==> config.mk <==
export PLATFORM = sky130hd
export DESIGN_NAME = svm_ctrl
export DESIGN_NICKNAME = d
export VERILOG_FILES = /design/src/hw/unused_placeholder_note.sv /design/src/hw/svm_pkg.sv /design/src/hw/svm_ctrl.sv
export SDC_FILE = /design/constraint.sdc
export NUM_CORES = 1
export LEC_CHECK = 0
export BUFFER_PORTS_ARGS = -buffer_cell sky130_fd_sc_hd__buf_2
export CAP_MARGIN = 20
export CORE_ASPECT_RATIO = 1.1
export CORE_MARGIN = 1
export CORE_UTILIZATION = 30
export CTS_CLUSTER_SIZE = 12
export DETAILED_ROUTE_END_ITERATION = 6
export PLACE_DENSITY_LB_ADDON = 0.1
export SLEW_MARGIN = 20
export SYNTH_ARGS = -nofsm -noshare
export SYNTH_HDL_FRONTEND = slang
export SYNTH_SLANG_ARGS = --single-unit
==> constraint.sdc <==
create_clock -name CLK -period 2.7 [get_ports CLK]
set_input_delay 0.27 -clock CLK [delete_from_list [all_inputs] [get_ports CLK]]
set_output_delay 0.27 -clock CLK [all_outputs]
set_load 0.1 [all_outputs]
==> src/hw/unused_placeholder_note.sv <==
// Intentionally empty design file
`timescale 1ns/1ps

==> src/hw/svm_pkg.sv <==
// Package of offsets, fields, reset values and timing for the supply voltage monitor control
package svm_pkg;
   // Register word indices (byte address is index times four)
   localparam logic [8:0] IDX_CONFIG = 9'h1e3;
   localparam logic [8:0] IDX_STATUS = 9'h1e4;
   localparam logic [8:0] IDX_TRIM = 9'h1eb;
   localparam logic [8:0] IDX_IRQ_STATUS = 9'h1f0;
   localparam logic [8:0] IDX_IRQ_ENABLE = 9'h1f1;
   localparam logic [8:0] IDX_IRQ_CLEAR = 9'h1f2;
   localparam int ADDR_W = 11;
   // Field positions
   localparam int TRIP_LSB = 0;
   localparam int RANGE_LSB = 4;
   localparam int DUTY_LSB = 6;
   localparam int LVD_BIT = 1;
   localparam int POR_BIT = 0;
   // Writable masks and reset values
   localparam logic [7:0] CONFIG_MASK = 8'h37;
   localparam logic [7:0] TRIM_MASK = 8'hc0;
   localparam logic [7:0] CONFIG_RESET = 8'h00;
   localparam logic [7:0] TRIM_RESET = 8'h00;
   // Duty cycle codes and period counter width in bits
   localparam logic [1:0] DUTY_128 = 2'h0;
   localparam logic [1:0] DUTY_512 = 2'h1;
   localparam logic [1:0] DUTY_32 = 2'h2;
   localparam logic [1:0] DUTY_8 = 2'h3;
   localparam int PERIOD_W = 10;
   // Reset range code that suppresses the reset
   localparam logic [1:0] RANGE_NO_RESET = 2'h3;
   // Timing: bus read answer latency in cycles
   localparam int READ_WAIT = 1;
endpackage

==> src/hw/svm_ctrl.sv <==
// Supply voltage monitor control: registers, duty cycling, wakeup sampling, interrupts
// Function
// - Trip select code picks comparator trip level
// - Read-only live comparator status register
// - Status bit 1 is live low-voltage trip
// - Status bit 0 is live precision-reset trip
// - Detector switched on and off periodically while asleep
// - Duty field selects 1/128,1/512,1/32,1/8
// - Sleep duty cycling trades latency against power
// - Sample comparators one slow edge after wakeup
`timescale 1ns/1ps
module svm_ctrl
(
   input wire logic CLK, // System clock, 250 MHz
   input wire logic RESET_N, // Asynchronous reset, active low
   input wire logic [10:0] AVS_ADDRESS, // Byte address
   input wire logic AVS_READ, // Read request
   input wire logic AVS_WRITE, // Write request
   input wire logic [31:0] AVS_WRITEDATA, // Write data
   input wire logic [3:0] AVS_BYTEENABLE, // Byte lanes
   output logic [31:0] AVS_READDATA, // Read data
   output logic AVS_WAITREQUEST, // Stall request
   input wire logic SLOW_CLK_TICK, // One-cycle pulse per 32 kHz rising edge
   input wire logic SLEEP, // Device asleep level
   input wire logic POWER_DOWN, // System power-down level
   input wire logic LVD_COMPARATOR, // Analog low-voltage comparator output
   input wire logic POR_COMPARATOR, // Analog precision reset comparator output
   output logic [2:0] TRIP_LEVEL_SELECT, // To analog low-voltage comparator
   output logic [1:0] RESET_RANGE_SELECT, // To analog precision comparator
   output logic DETECTOR_ON, // Detector power enable
   output logic PRECISION_RESET_REQUEST, // Reset request to reset logic
   output logic IRQ // Interrupt, active high level
);
   logic [7:0] voltage_monitor_config;
   logic [7:0] monitor_duty_cycle_trim;
   logic [1:0] irq_status;
   logic [1:0] irq_enable;
   logic low_voltage_tripped;
   logic precision_reset_tripped;
   logic [9:0] period_count;
   logic [9:0] next_period_count;
   logic [9:0] period_last;
   logic pd_prev;
   logic wake_pending;
   logic wake_sample;
   logic [1:0] prev_trip;
   logic [1:0] trip_rise;
   logic [8:0] word_index;
   logic bus_access;
   logic wr_config;
   logic wr_trim;
   logic wr_enable;
   logic wr_clear;

   // Byte address decode to register index; writes need lane 0, reads ignore the lanes
   function automatic logic hit(input logic [8:0] idx, input logic [8:0] want);
      hit = (idx == want);
   endfunction

   assign word_index = AVS_ADDRESS[10:2];
   assign bus_access = AVS_BYTEENABLE[0] && !AVS_WAITREQUEST; // Writes land as wait drops
   assign wr_config = AVS_WRITE && bus_access && hit(word_index, svm_pkg::IDX_CONFIG);
   assign wr_trim = AVS_WRITE && bus_access && hit(word_index, svm_pkg::IDX_TRIM);
   assign wr_enable = AVS_WRITE && bus_access && hit(word_index, svm_pkg::IDX_IRQ_ENABLE);
   assign wr_clear = AVS_WRITE && bus_access && hit(word_index, svm_pkg::IDX_IRQ_CLEAR);

   // Config register; reserved codes are not blocked, software must avoid them
   always_ff @(posedge CLK or negedge RESET_N)
   begin
      if (!RESET_N)
         voltage_monitor_config <= svm_pkg::CONFIG_RESET;
      else if (wr_config)
         voltage_monitor_config <= AVS_WRITEDATA[7:0] & svm_pkg::CONFIG_MASK;
   end

   // Duty cycle trim register
   always_ff @(posedge CLK or negedge RESET_N)
   begin
      if (!RESET_N)
         monitor_duty_cycle_trim <= svm_pkg::TRIM_RESET;
      else if (wr_trim)
         monitor_duty_cycle_trim <= AVS_WRITEDATA[7:0] & svm_pkg::TRIM_MASK;
   end

   // Selects driven to the analog comparators
   always_ff @(posedge CLK or negedge RESET_N)
   begin
      if (!RESET_N)
      begin
         TRIP_LEVEL_SELECT <= 3'h0;
         RESET_RANGE_SELECT <= 2'h0;
      end
      else
      begin
         TRIP_LEVEL_SELECT <= voltage_monitor_config[svm_pkg::TRIP_LSB +: 3];
         RESET_RANGE_SELECT <= voltage_monitor_config[svm_pkg::RANGE_LSB +: 2];
      end
   end

   // Period length for the chosen duty code
   always_comb
   begin
      case (monitor_duty_cycle_trim[svm_pkg::DUTY_LSB +: 2])
         svm_pkg::DUTY_128: period_last = 10'h07f;
         svm_pkg::DUTY_512: period_last = 10'h1ff;
         svm_pkg::DUTY_32: period_last = 10'h01f;
         svm_pkg::DUTY_8: period_last = 10'h007;
         default: period_last = 10'h07f;
      endcase
   end

   // Slow-period counter wraps at the selected length
   always_comb
   begin
      next_period_count = period_count;
      if (SLOW_CLK_TICK)
         next_period_count = (period_count >= period_last) ? 10'h000 : period_count + 10'h001;
   end

   always_ff @(posedge CLK or negedge RESET_N)
   begin
      if (!RESET_N)
         period_count <= 10'h000;
      else
         period_count <= next_period_count;
   end

   // Awake: detector stays on; asleep: on for one slow period per cycle
   always_ff @(posedge CLK or negedge RESET_N)
   begin
      if (!RESET_N)
         DETECTOR_ON <= 1'b1;
      else
         DETECTOR_ON <= !SLEEP || (next_period_count == 10'h000);
   end

   // Wakeup: first slow edge after power-down release samples settled values
   always_ff @(posedge CLK or negedge RESET_N)
   begin
      if (!RESET_N)
      begin
         pd_prev <= 1'b0;
         wake_pending <= 1'b0;
      end
      else
      begin
         pd_prev <= POWER_DOWN;
         if (pd_prev && !POWER_DOWN)
            wake_pending <= 1'b1;
         else if (SLOW_CLK_TICK)
            wake_pending <= 1'b0;
      end
   end
   assign wake_sample = wake_pending && SLOW_CLK_TICK && !POWER_DOWN;

   // Comparator capture: follow live while out of power-down and on, and at wake sample
   // After power-down release the analog levels are still settling, so the
   // status holds until the first slow edge takes the settled values
   always_ff @(posedge CLK or negedge RESET_N)
   begin
      if (!RESET_N)
      begin
         low_voltage_tripped <= 1'b0;
         precision_reset_tripped <= 1'b0;
      end
      else if (wake_sample || (!POWER_DOWN && !pd_prev && !wake_pending && DETECTOR_ON))
      begin
         low_voltage_tripped <= LVD_COMPARATOR;
         precision_reset_tripped <= POR_COMPARATOR;
      end
   end

   // Reset request unless the range code suppresses it
   always_ff @(posedge CLK or negedge RESET_N)
   begin
      if (!RESET_N)
         PRECISION_RESET_REQUEST <= 1'b0;
      else
         PRECISION_RESET_REQUEST <= precision_reset_tripped &&
            (voltage_monitor_config[svm_pkg::RANGE_LSB +: 2] != svm_pkg::RANGE_NO_RESET);
   end

   // Trip onsets set sticky status; set beats a same-cycle clear
   assign trip_rise = {low_voltage_tripped, precision_reset_tripped} & ~prev_trip;
   always_ff @(posedge CLK or negedge RESET_N)
   begin
      if (!RESET_N)
      begin
         prev_trip <= 2'h0;
         irq_status <= 2'h0;
         irq_enable <= 2'h0;
      end
      else
      begin
         prev_trip <= {low_voltage_tripped, precision_reset_tripped};
         irq_status <= (irq_status & ~(wr_clear ? AVS_WRITEDATA[1:0] : 2'h0)) | trip_rise;
         if (wr_enable)
            irq_enable <= AVS_WRITEDATA[1:0];
      end
   end

   always_ff @(posedge CLK or negedge RESET_N)
   begin
      if (!RESET_N)
         IRQ <= 1'b0;
      else
         IRQ <= |(irq_status & irq_enable);
   end

   // Bus slave: every access waits one cycle so waitrequest can come from a flop
   // Idle level is high; it drops for the one cycle in which the access completes,
   // costing a cycle on writes but keeping every output registered
   always_ff @(posedge CLK or negedge RESET_N)
   begin
      if (!RESET_N)
         AVS_WAITREQUEST <= 1'b1;
      else
         AVS_WAITREQUEST <= !((AVS_READ || AVS_WRITE) && AVS_WAITREQUEST);
   end

   // Read mux; unmapped addresses and reserved bits read zero
   always_ff @(posedge CLK or negedge RESET_N)
   begin
      if (!RESET_N)
         AVS_READDATA <= 32'h0000_0000;
      else if (AVS_READ && AVS_WAITREQUEST)
      begin
         AVS_READDATA <= 32'h0000_0000;
         if (hit(word_index, svm_pkg::IDX_CONFIG))
            AVS_READDATA[7:0] <= voltage_monitor_config;
         else if (hit(word_index, svm_pkg::IDX_STATUS))
            AVS_READDATA[1:0] <= {low_voltage_tripped, precision_reset_tripped};
         else if (hit(word_index, svm_pkg::IDX_TRIM))
            AVS_READDATA[7:0] <= monitor_duty_cycle_trim;
         else if (hit(word_index, svm_pkg::IDX_IRQ_STATUS))
            AVS_READDATA[1:0] <= irq_status;
         else if (hit(word_index, svm_pkg::IDX_IRQ_ENABLE))
            AVS_READDATA[1:0] <= irq_enable;
      end
   end

   // Checks, grouped by concern; all run on the one clock and reset

   // Register bus
   AST_WAIT_ONE: assert property (@(posedge CLK) disable iff (!RESET_N)
      ((AVS_READ || AVS_WRITE) && AVS_WAITREQUEST) |=> !AVS_WAITREQUEST)
      else $error("bus access not answered after one wait cycle");
   AST_CONFIG_WRITE: assert property (@(posedge CLK) disable iff (!RESET_N)
      wr_config |=> voltage_monitor_config == ($past(AVS_WRITEDATA[7:0]) & 8'h37))
      else $error("config write not stored");
   AST_STATUS_READ: assert property (@(posedge CLK) disable iff (!RESET_N)
      (AVS_READ && AVS_WAITREQUEST && word_index == svm_pkg::IDX_STATUS) |=>
      AVS_READDATA == {30'h0, $past(low_voltage_tripped), $past(precision_reset_tripped)})
      else $error("status read wrong");
   AST_READ_HOLD: assert property (@(posedge CLK) disable iff (!RESET_N)
      !AVS_READ |=> $stable(AVS_READDATA))
      else $error("read data changed without a read");

   // Selects and comparator status
   AST_TRIP_SELECT: assert property (@(posedge CLK) disable iff (!RESET_N)
      ##1 TRIP_LEVEL_SELECT == $past(voltage_monitor_config[2:0]))
      else $error("trip select not forwarded");
   AST_RANGE_SELECT: assert property (@(posedge CLK) disable iff (!RESET_N)
      ##1 RESET_RANGE_SELECT == $past(voltage_monitor_config[5:4]))
      else $error("range select not forwarded");
   AST_LVD_LIVE: assert property (@(posedge CLK) disable iff (!RESET_N)
      (!POWER_DOWN && !pd_prev && !wake_pending && DETECTOR_ON) |=>
      low_voltage_tripped == $past(LVD_COMPARATOR))
      else $error("low-voltage bit not live");
   AST_POR_LIVE: assert property (@(posedge CLK) disable iff (!RESET_N)
      (!POWER_DOWN && !pd_prev && !wake_pending && DETECTOR_ON) |=>
      precision_reset_tripped == $past(POR_COMPARATOR))
      else $error("precision bit not live");

   // Duty cycling
   AST_DUTY_WRAP: assert property (@(posedge CLK) disable iff (!RESET_N)
      SLOW_CLK_TICK |=> period_count <= $past(period_last))
      else $error("period counter past its length");
   AST_AWAKE_ON: assert property (@(posedge CLK) disable iff (!RESET_N)
      !SLEEP |=> DETECTOR_ON)
      else $error("detector off while awake");
   AST_SLEEP_OFF: assert property (@(posedge CLK) disable iff (!RESET_N)
      (SLEEP && next_period_count != 10'h000) |=> !DETECTOR_ON)
      else $error("detector on outside its slot while asleep");

   // Wakeup
   AST_WAKE_SAMPLE: assert property (@(posedge CLK) disable iff (!RESET_N)
      wake_sample |=> low_voltage_tripped == $past(LVD_COMPARATOR) && !wake_pending)
      else $error("wake sample missed");
   AST_WAKE_HOLD: assert property (@(posedge CLK) disable iff (!RESET_N)
      ((pd_prev || wake_pending) && !wake_sample) |=>
      $stable({low_voltage_tripped, precision_reset_tripped}))
      else $error("status moved before the wake sample");

   // Reset request and interrupts
   AST_RESET_SUPPRESS: assert property (@(posedge CLK) disable iff (!RESET_N)
      (RESET_RANGE_SELECT == 2'h3 && $past(RESET_RANGE_SELECT) == 2'h3) |-> ##1
      !PRECISION_RESET_REQUEST || $past(voltage_monitor_config[5:4]) != 2'h3)
      else $error("reset not suppressed");
   AST_RESET_REQUEST: assert property (@(posedge CLK) disable iff (!RESET_N)
      (precision_reset_tripped && voltage_monitor_config[5:4] != 2'h3) |=>
      PRECISION_RESET_REQUEST)
      else $error("reset request missing");
   AST_STICKY_SET: assert property (@(posedge CLK) disable iff (!RESET_N)
      trip_rise[1] |=> irq_status[1])
      else $error("low-voltage onset not latched");
   AST_IRQ_CLEAR: assert property (@(posedge CLK) disable iff (!RESET_N)
      (wr_clear && AVS_WRITEDATA[1] && !trip_rise[1]) |=> !irq_status[1])
      else $error("low-voltage status not cleared");
endmodule

== Word-level counts from Yosys, hierarchy flattened ==
Cells that the tools add are included.

* Logic and storage cells: 76
* Input port bits: 56
* Output and inout port bits: 41
* Flip-flop bits (word level): 44

* Reduce and logical (&&, ||, !) cells: 28
* Order comparisons: 1
* Mux-type cells: 13
* Bitwise gates (word level): 6
* Equal/unequal tests: 10
* $add $sub $neg: 1

{| class="wikitable"
|+ Operators with widths
! operator !! number
|-
| $eq 9x9->1 const B || 6
|-
| $pmux 10 s4 || 1
|-
| $mux 10 || 2
|-
| $logic_and 1x1->1 || 15
|-
| $mux 6 || 2
|-
| $add 10x1->10 const B || 1
|-
| $ge 10x10->1 || 1
|-
| $logic_not 10->1 || 1
|-
| $mux 2 || 5
|-
| $mux 8 || 1
|-
| $and 2x2->2 || 3
|-
| $logic_not 1->1 || 6
|-
| $eq 2x2->1 const B || 2
|-
| $not 2->2 || 2
|-
| $logic_or 1x1->1 || 3
|-
| $eq 2x1->1 const B || 1
|-
| $logic_not 2->1 || 1
|-
| $mux 1 || 2
|-
| $ne 2x2->1 const B || 1
|-
| $or 2x2->2 || 1
|-
| $reduce_bool 2->1 || 1
|-
| $reduce_or 2->1 || 1
|}

== Logic depth before layout (Yosys ltp) ==
* Depth in word-level cells: 8
* Mapped depth: 7
* Gate-level depth less buffers: 7

== Least setup slack after synthesis ==
OpenSTA, ideal clock, no wires.

* Path type: register to register
* From: register period_count[0]
* To: register period_count[3]
* Buffers on the path: 0
* Data arrival time: 1.982 ns
* Data required time: 2.636 ns
* Clock period less this slack: 2.045 ns
* Library setup time: 0.064 ns
* Stages on the path, launching flop included: 7
* Setup slack: 0.655 ns
* Path through: dfrtp_1 -> ha_1 -> and2_1 -> a311o_1 -> a2111o_1 -> o21ai_0 -> a22o_2

* Longest elaborated chain between the ends: 3
* Elaborated cells on any way between the ends: 4
* Classes of those cells: add/sub (1); order compare (1); mux (2)

{| class="wikitable"
|+ RTL lines
! element !! line !! source
|-
| start: declaration || svm_ctrl.sv:40 || <nowiki>logic [9:0] period_count;</nowiki>
|-
| start signal: assignment || svm_ctrl.sv:125 || <nowiki>period_count <= next_period_count;</nowiki>
|-
| $add 10x1->10 or $ge 10x10->1 (tied branches) || svm_ctrl.sv:117 || <nowiki>next_period_count = (period_count >= period_last) ? 10'h000 : period_count + 10'h001;</nowiki>
|-
| $mux 10 * || svm_ctrl.sv:117 ||
|-
| $mux 10 * || svm_ctrl.sv:116 || <nowiki>if (SLOW_CLK_TICK)</nowiki>
|-
| named net next_period_count[3] || svm_ctrl.sv:41 || <nowiki>logic [9:0] next_period_count;</nowiki>
|}

The timed path passes the listed nets; every way through them passes the cells marked *.
A chain may end at the register's enable or synchronous reset.

== Worst setup path after layout ==
* From: register period_count[0]
* To: register period_count[2]

Same word-level chain as after synthesis.

==> impl_metrics.ini <==
[sta]
fmax_mhz = 464
finalSetupTns_ps = 0
min_period_ps = 2150
timing.hold.ws_ps = 117
finalHoldViolCount = 0
slew_headroom = 0.632
setup_viol_count_final = 0
worst_slew_pin_slew_ps = 553
rsz0062_at_grt = false
fin_crit_sh = 0.798
drv_slew = 0
finalClockSkew_ps = 8.73

[clock_tree]
cts_root_buffer = clkbuf_8
cts_tree = yes
cts_setup_buffers = 0
clk-insertion-delay-late_ps = 290
cts_hold_buffers = 0
cts_num_sinks = 43
cts_resized = 0
htree_levels = 2
cts_buffers = 5
clk_pin_slew_ps = 80
clk_path_buf_depth = 2

[worst_hold_path]
min-delay-start = POWER_DOWN
hold_class = input pin to flip-flop
whs_path_depth = 1
hold_path_end = pd_prev

[placed_design]
finalWeightedCongestion = 0.735
placed_cell_area_mm2 = 0.00244
hpwl_um = 3480
io_buffers = 41

[floorplan]
core_area_mm2 = 0.00713
die_h_um = 92.8
dieWidth_um = 84.6
fp-row-count = 32
start_util = 0.316
io_pins = 97
dieArea_mm2 = 0.00785

[grt]
grt_start_max_net_pins = 44
first_global_vias = 1605
grt_use_total = 0.130
grt_pass1_wl_um = 7950
gr-total-overflow = 0
antenna_found_initial = 0

[power]
report.power.total_mw = 1.88
irDropWorstVdd_uv = 396
p_leak_nw = 1.28
p_per_area_mw_per_mm2 = 731

[critical_path]
r2r.worst_path.cells = 6
required_ps = 2930
crit_path_start_kind = flip-flop
r2r_start = period_count[0]
crit_fanout = 8
cp_cell_sequence = ha_1, and2_1, a311o_1, a2111o_1, o21ai_0, a22o_1
critPathKind = flip-flop to flip-flop
r2r-end = period_count[2]
reg2reg_slack_ps = 550
crit_start = period_count[0]
max_stage_delay_ps = 490
cp_slowest_cell = a2111o_1
arrival_ps = 2380
cp-end-kind = flip-flop

[synth]
async_reset_ff_frac = 1.00
synth_seq_cells = 43
synth_edf_count = 0
ys_types = 47
synth_seq_area_share = 0.479
synth.avg_cell_area_um2 = 10.4
ys_warn_count = 0
synth_ff_type = dfrtp_1
syn_inst = 217
syn_area_mm2 = 0.00225

[final_layout]
design_area_mm2 = 0.00257
fillers = 763
regArea_mm2 = 0.00108
final_core_util = 0.360
antenna_cells = 0
layout_commonest_cell = dfrtp_1
multiInputGateArea_mm2 = 0.00102
fin_nets = 321
drive_gt1_frac = 0.261
area_growth_pct = 14.1
final_cell_mix = 41 x dfrtp_1, 40 x buf_2, 25 x conb_1, 19 x nand2_1, 15 x nor2_1

[drt]
route.vias.total = 1643
wl_per_cell_um = 13.8
routed_wirelength_um = 4770
drcViolationCount = 7
drt_first_pass_iters = 7
ant_nets = 0
first_iter_violations = 47
vias_per_cell = 4.75

[run_status]
status = finished, violations left
violations = design-rule violations

[flow_run]
maxCapViolCount = 0
==> kinds of logic after synthesis <==
logic type	share of synthesized area
compound gates	0.125
buf+inv	0.106
other cells	0.00167
mux	0.0600
flops	0.479
xor+xnor	0.0156
simple gates	0.185
fa+ha+maj	0.0278
==> worst max-delay path by stage <==
| stage | end | slack (ps) | cells past startpoint |
|---|---|---|---|
| 2_1_floorplan | period_count[3] | 650 | 6 |
| 5_1_grt | period_count[3] | 350 | 6 |
| 3_3_place_gp | period_count[4] | 540 | 6 |
| 4_1_cts | period_count[4] | 510 | 6 |
| 6_report | period_count[2] | 550 | 6 |
| 3_5_place_dp | period_count[3] | 530 | 6 |
==> report_power, final <==
group	internal (mW)	leakage [nW]	switching, mW
clock	0.276	0.0581	0.228
combinational	0.154	0.659	0.374
sequential	0.723	0.559	0.122
total	1.15	1.28	0.724
==> layout make-up <==
cell class	instances	area share
clock buffer	5	0.0268
timing repair buffer	43	0.0877
clock inverter	3	0.0170
inverter	6	0.00877
tap	85	0.0414
multi-input combinational	161	0.398
sequential	43	0.420
==> critical path: cells and delay by family (launching register included) <==
kind	cells	cell delay, ps
fa+ha+maj	1	240
compound gates	4	1190
simple gates	1	190
flops	1	460
==> cells in the mapped netlist (all sizes together) (2+ instances only) <==
| cell type | count | area, um^2 |
|---|---|---|
| and2 | 5 | 33.8 |
| buf | 28 | 205 |
| nor3 | 3 | 15.0 |
| nor4 | 4 | 25.0 |
| nor2b | 4 | 25.0 |
| clkbuf | 3 | 11.3 |
| a222oi | 2 | 20.0 |
| xnor2 | 4 | 35.0 |
| o21ai | 13 | 65.1 |
| nor2 | 16 | 62.6 |
| dfstp | 2 | 52.6 |
| and3 | 6 | 37.5 |
| a21oi | 4 | 20.0 |
| dfrtp | 41 | 1030 |
| mux2 | 12 | 135 |
| nand2 | 19 | 71.3 |
| and4 | 3 | 26.3 |
| inv | 6 | 22.5 |
| a22o | 9 | 80.1 |
| nand3 | 4 | 20.0 |
| ha | 5 | 62.6 |
| nand4 | 4 | 25.0 |
==> registers in the layout, indices dropped and copies added (netlist names), 2 cells and up <==
signal / count
AVS_READDATA: 7
RESET_RANGE_SELECT: 2
TRIP_LEVEL_SELECT: 3
irq_enable: 2
irq_status: 2
monitor_duty_cycle_trim: 2
period_count: 10
prev_trip: 2
voltage_monitor_config: 5
==> routing by layer <==
metal  part of all wire  GRT usage
met5                  0          0
met2               0.47      0.216
met3              0.046     0.0312
met4              0.013     0.0381
met1               0.47      0.169
==> per-stage QoR <==
stage	instances	worst slack, ps
finish	346	547
global route	346	354
CTS	345	513
detailed placement	337	533
global placement	337	543
floorplan	241	655
(Power assumes the default switching activity.)
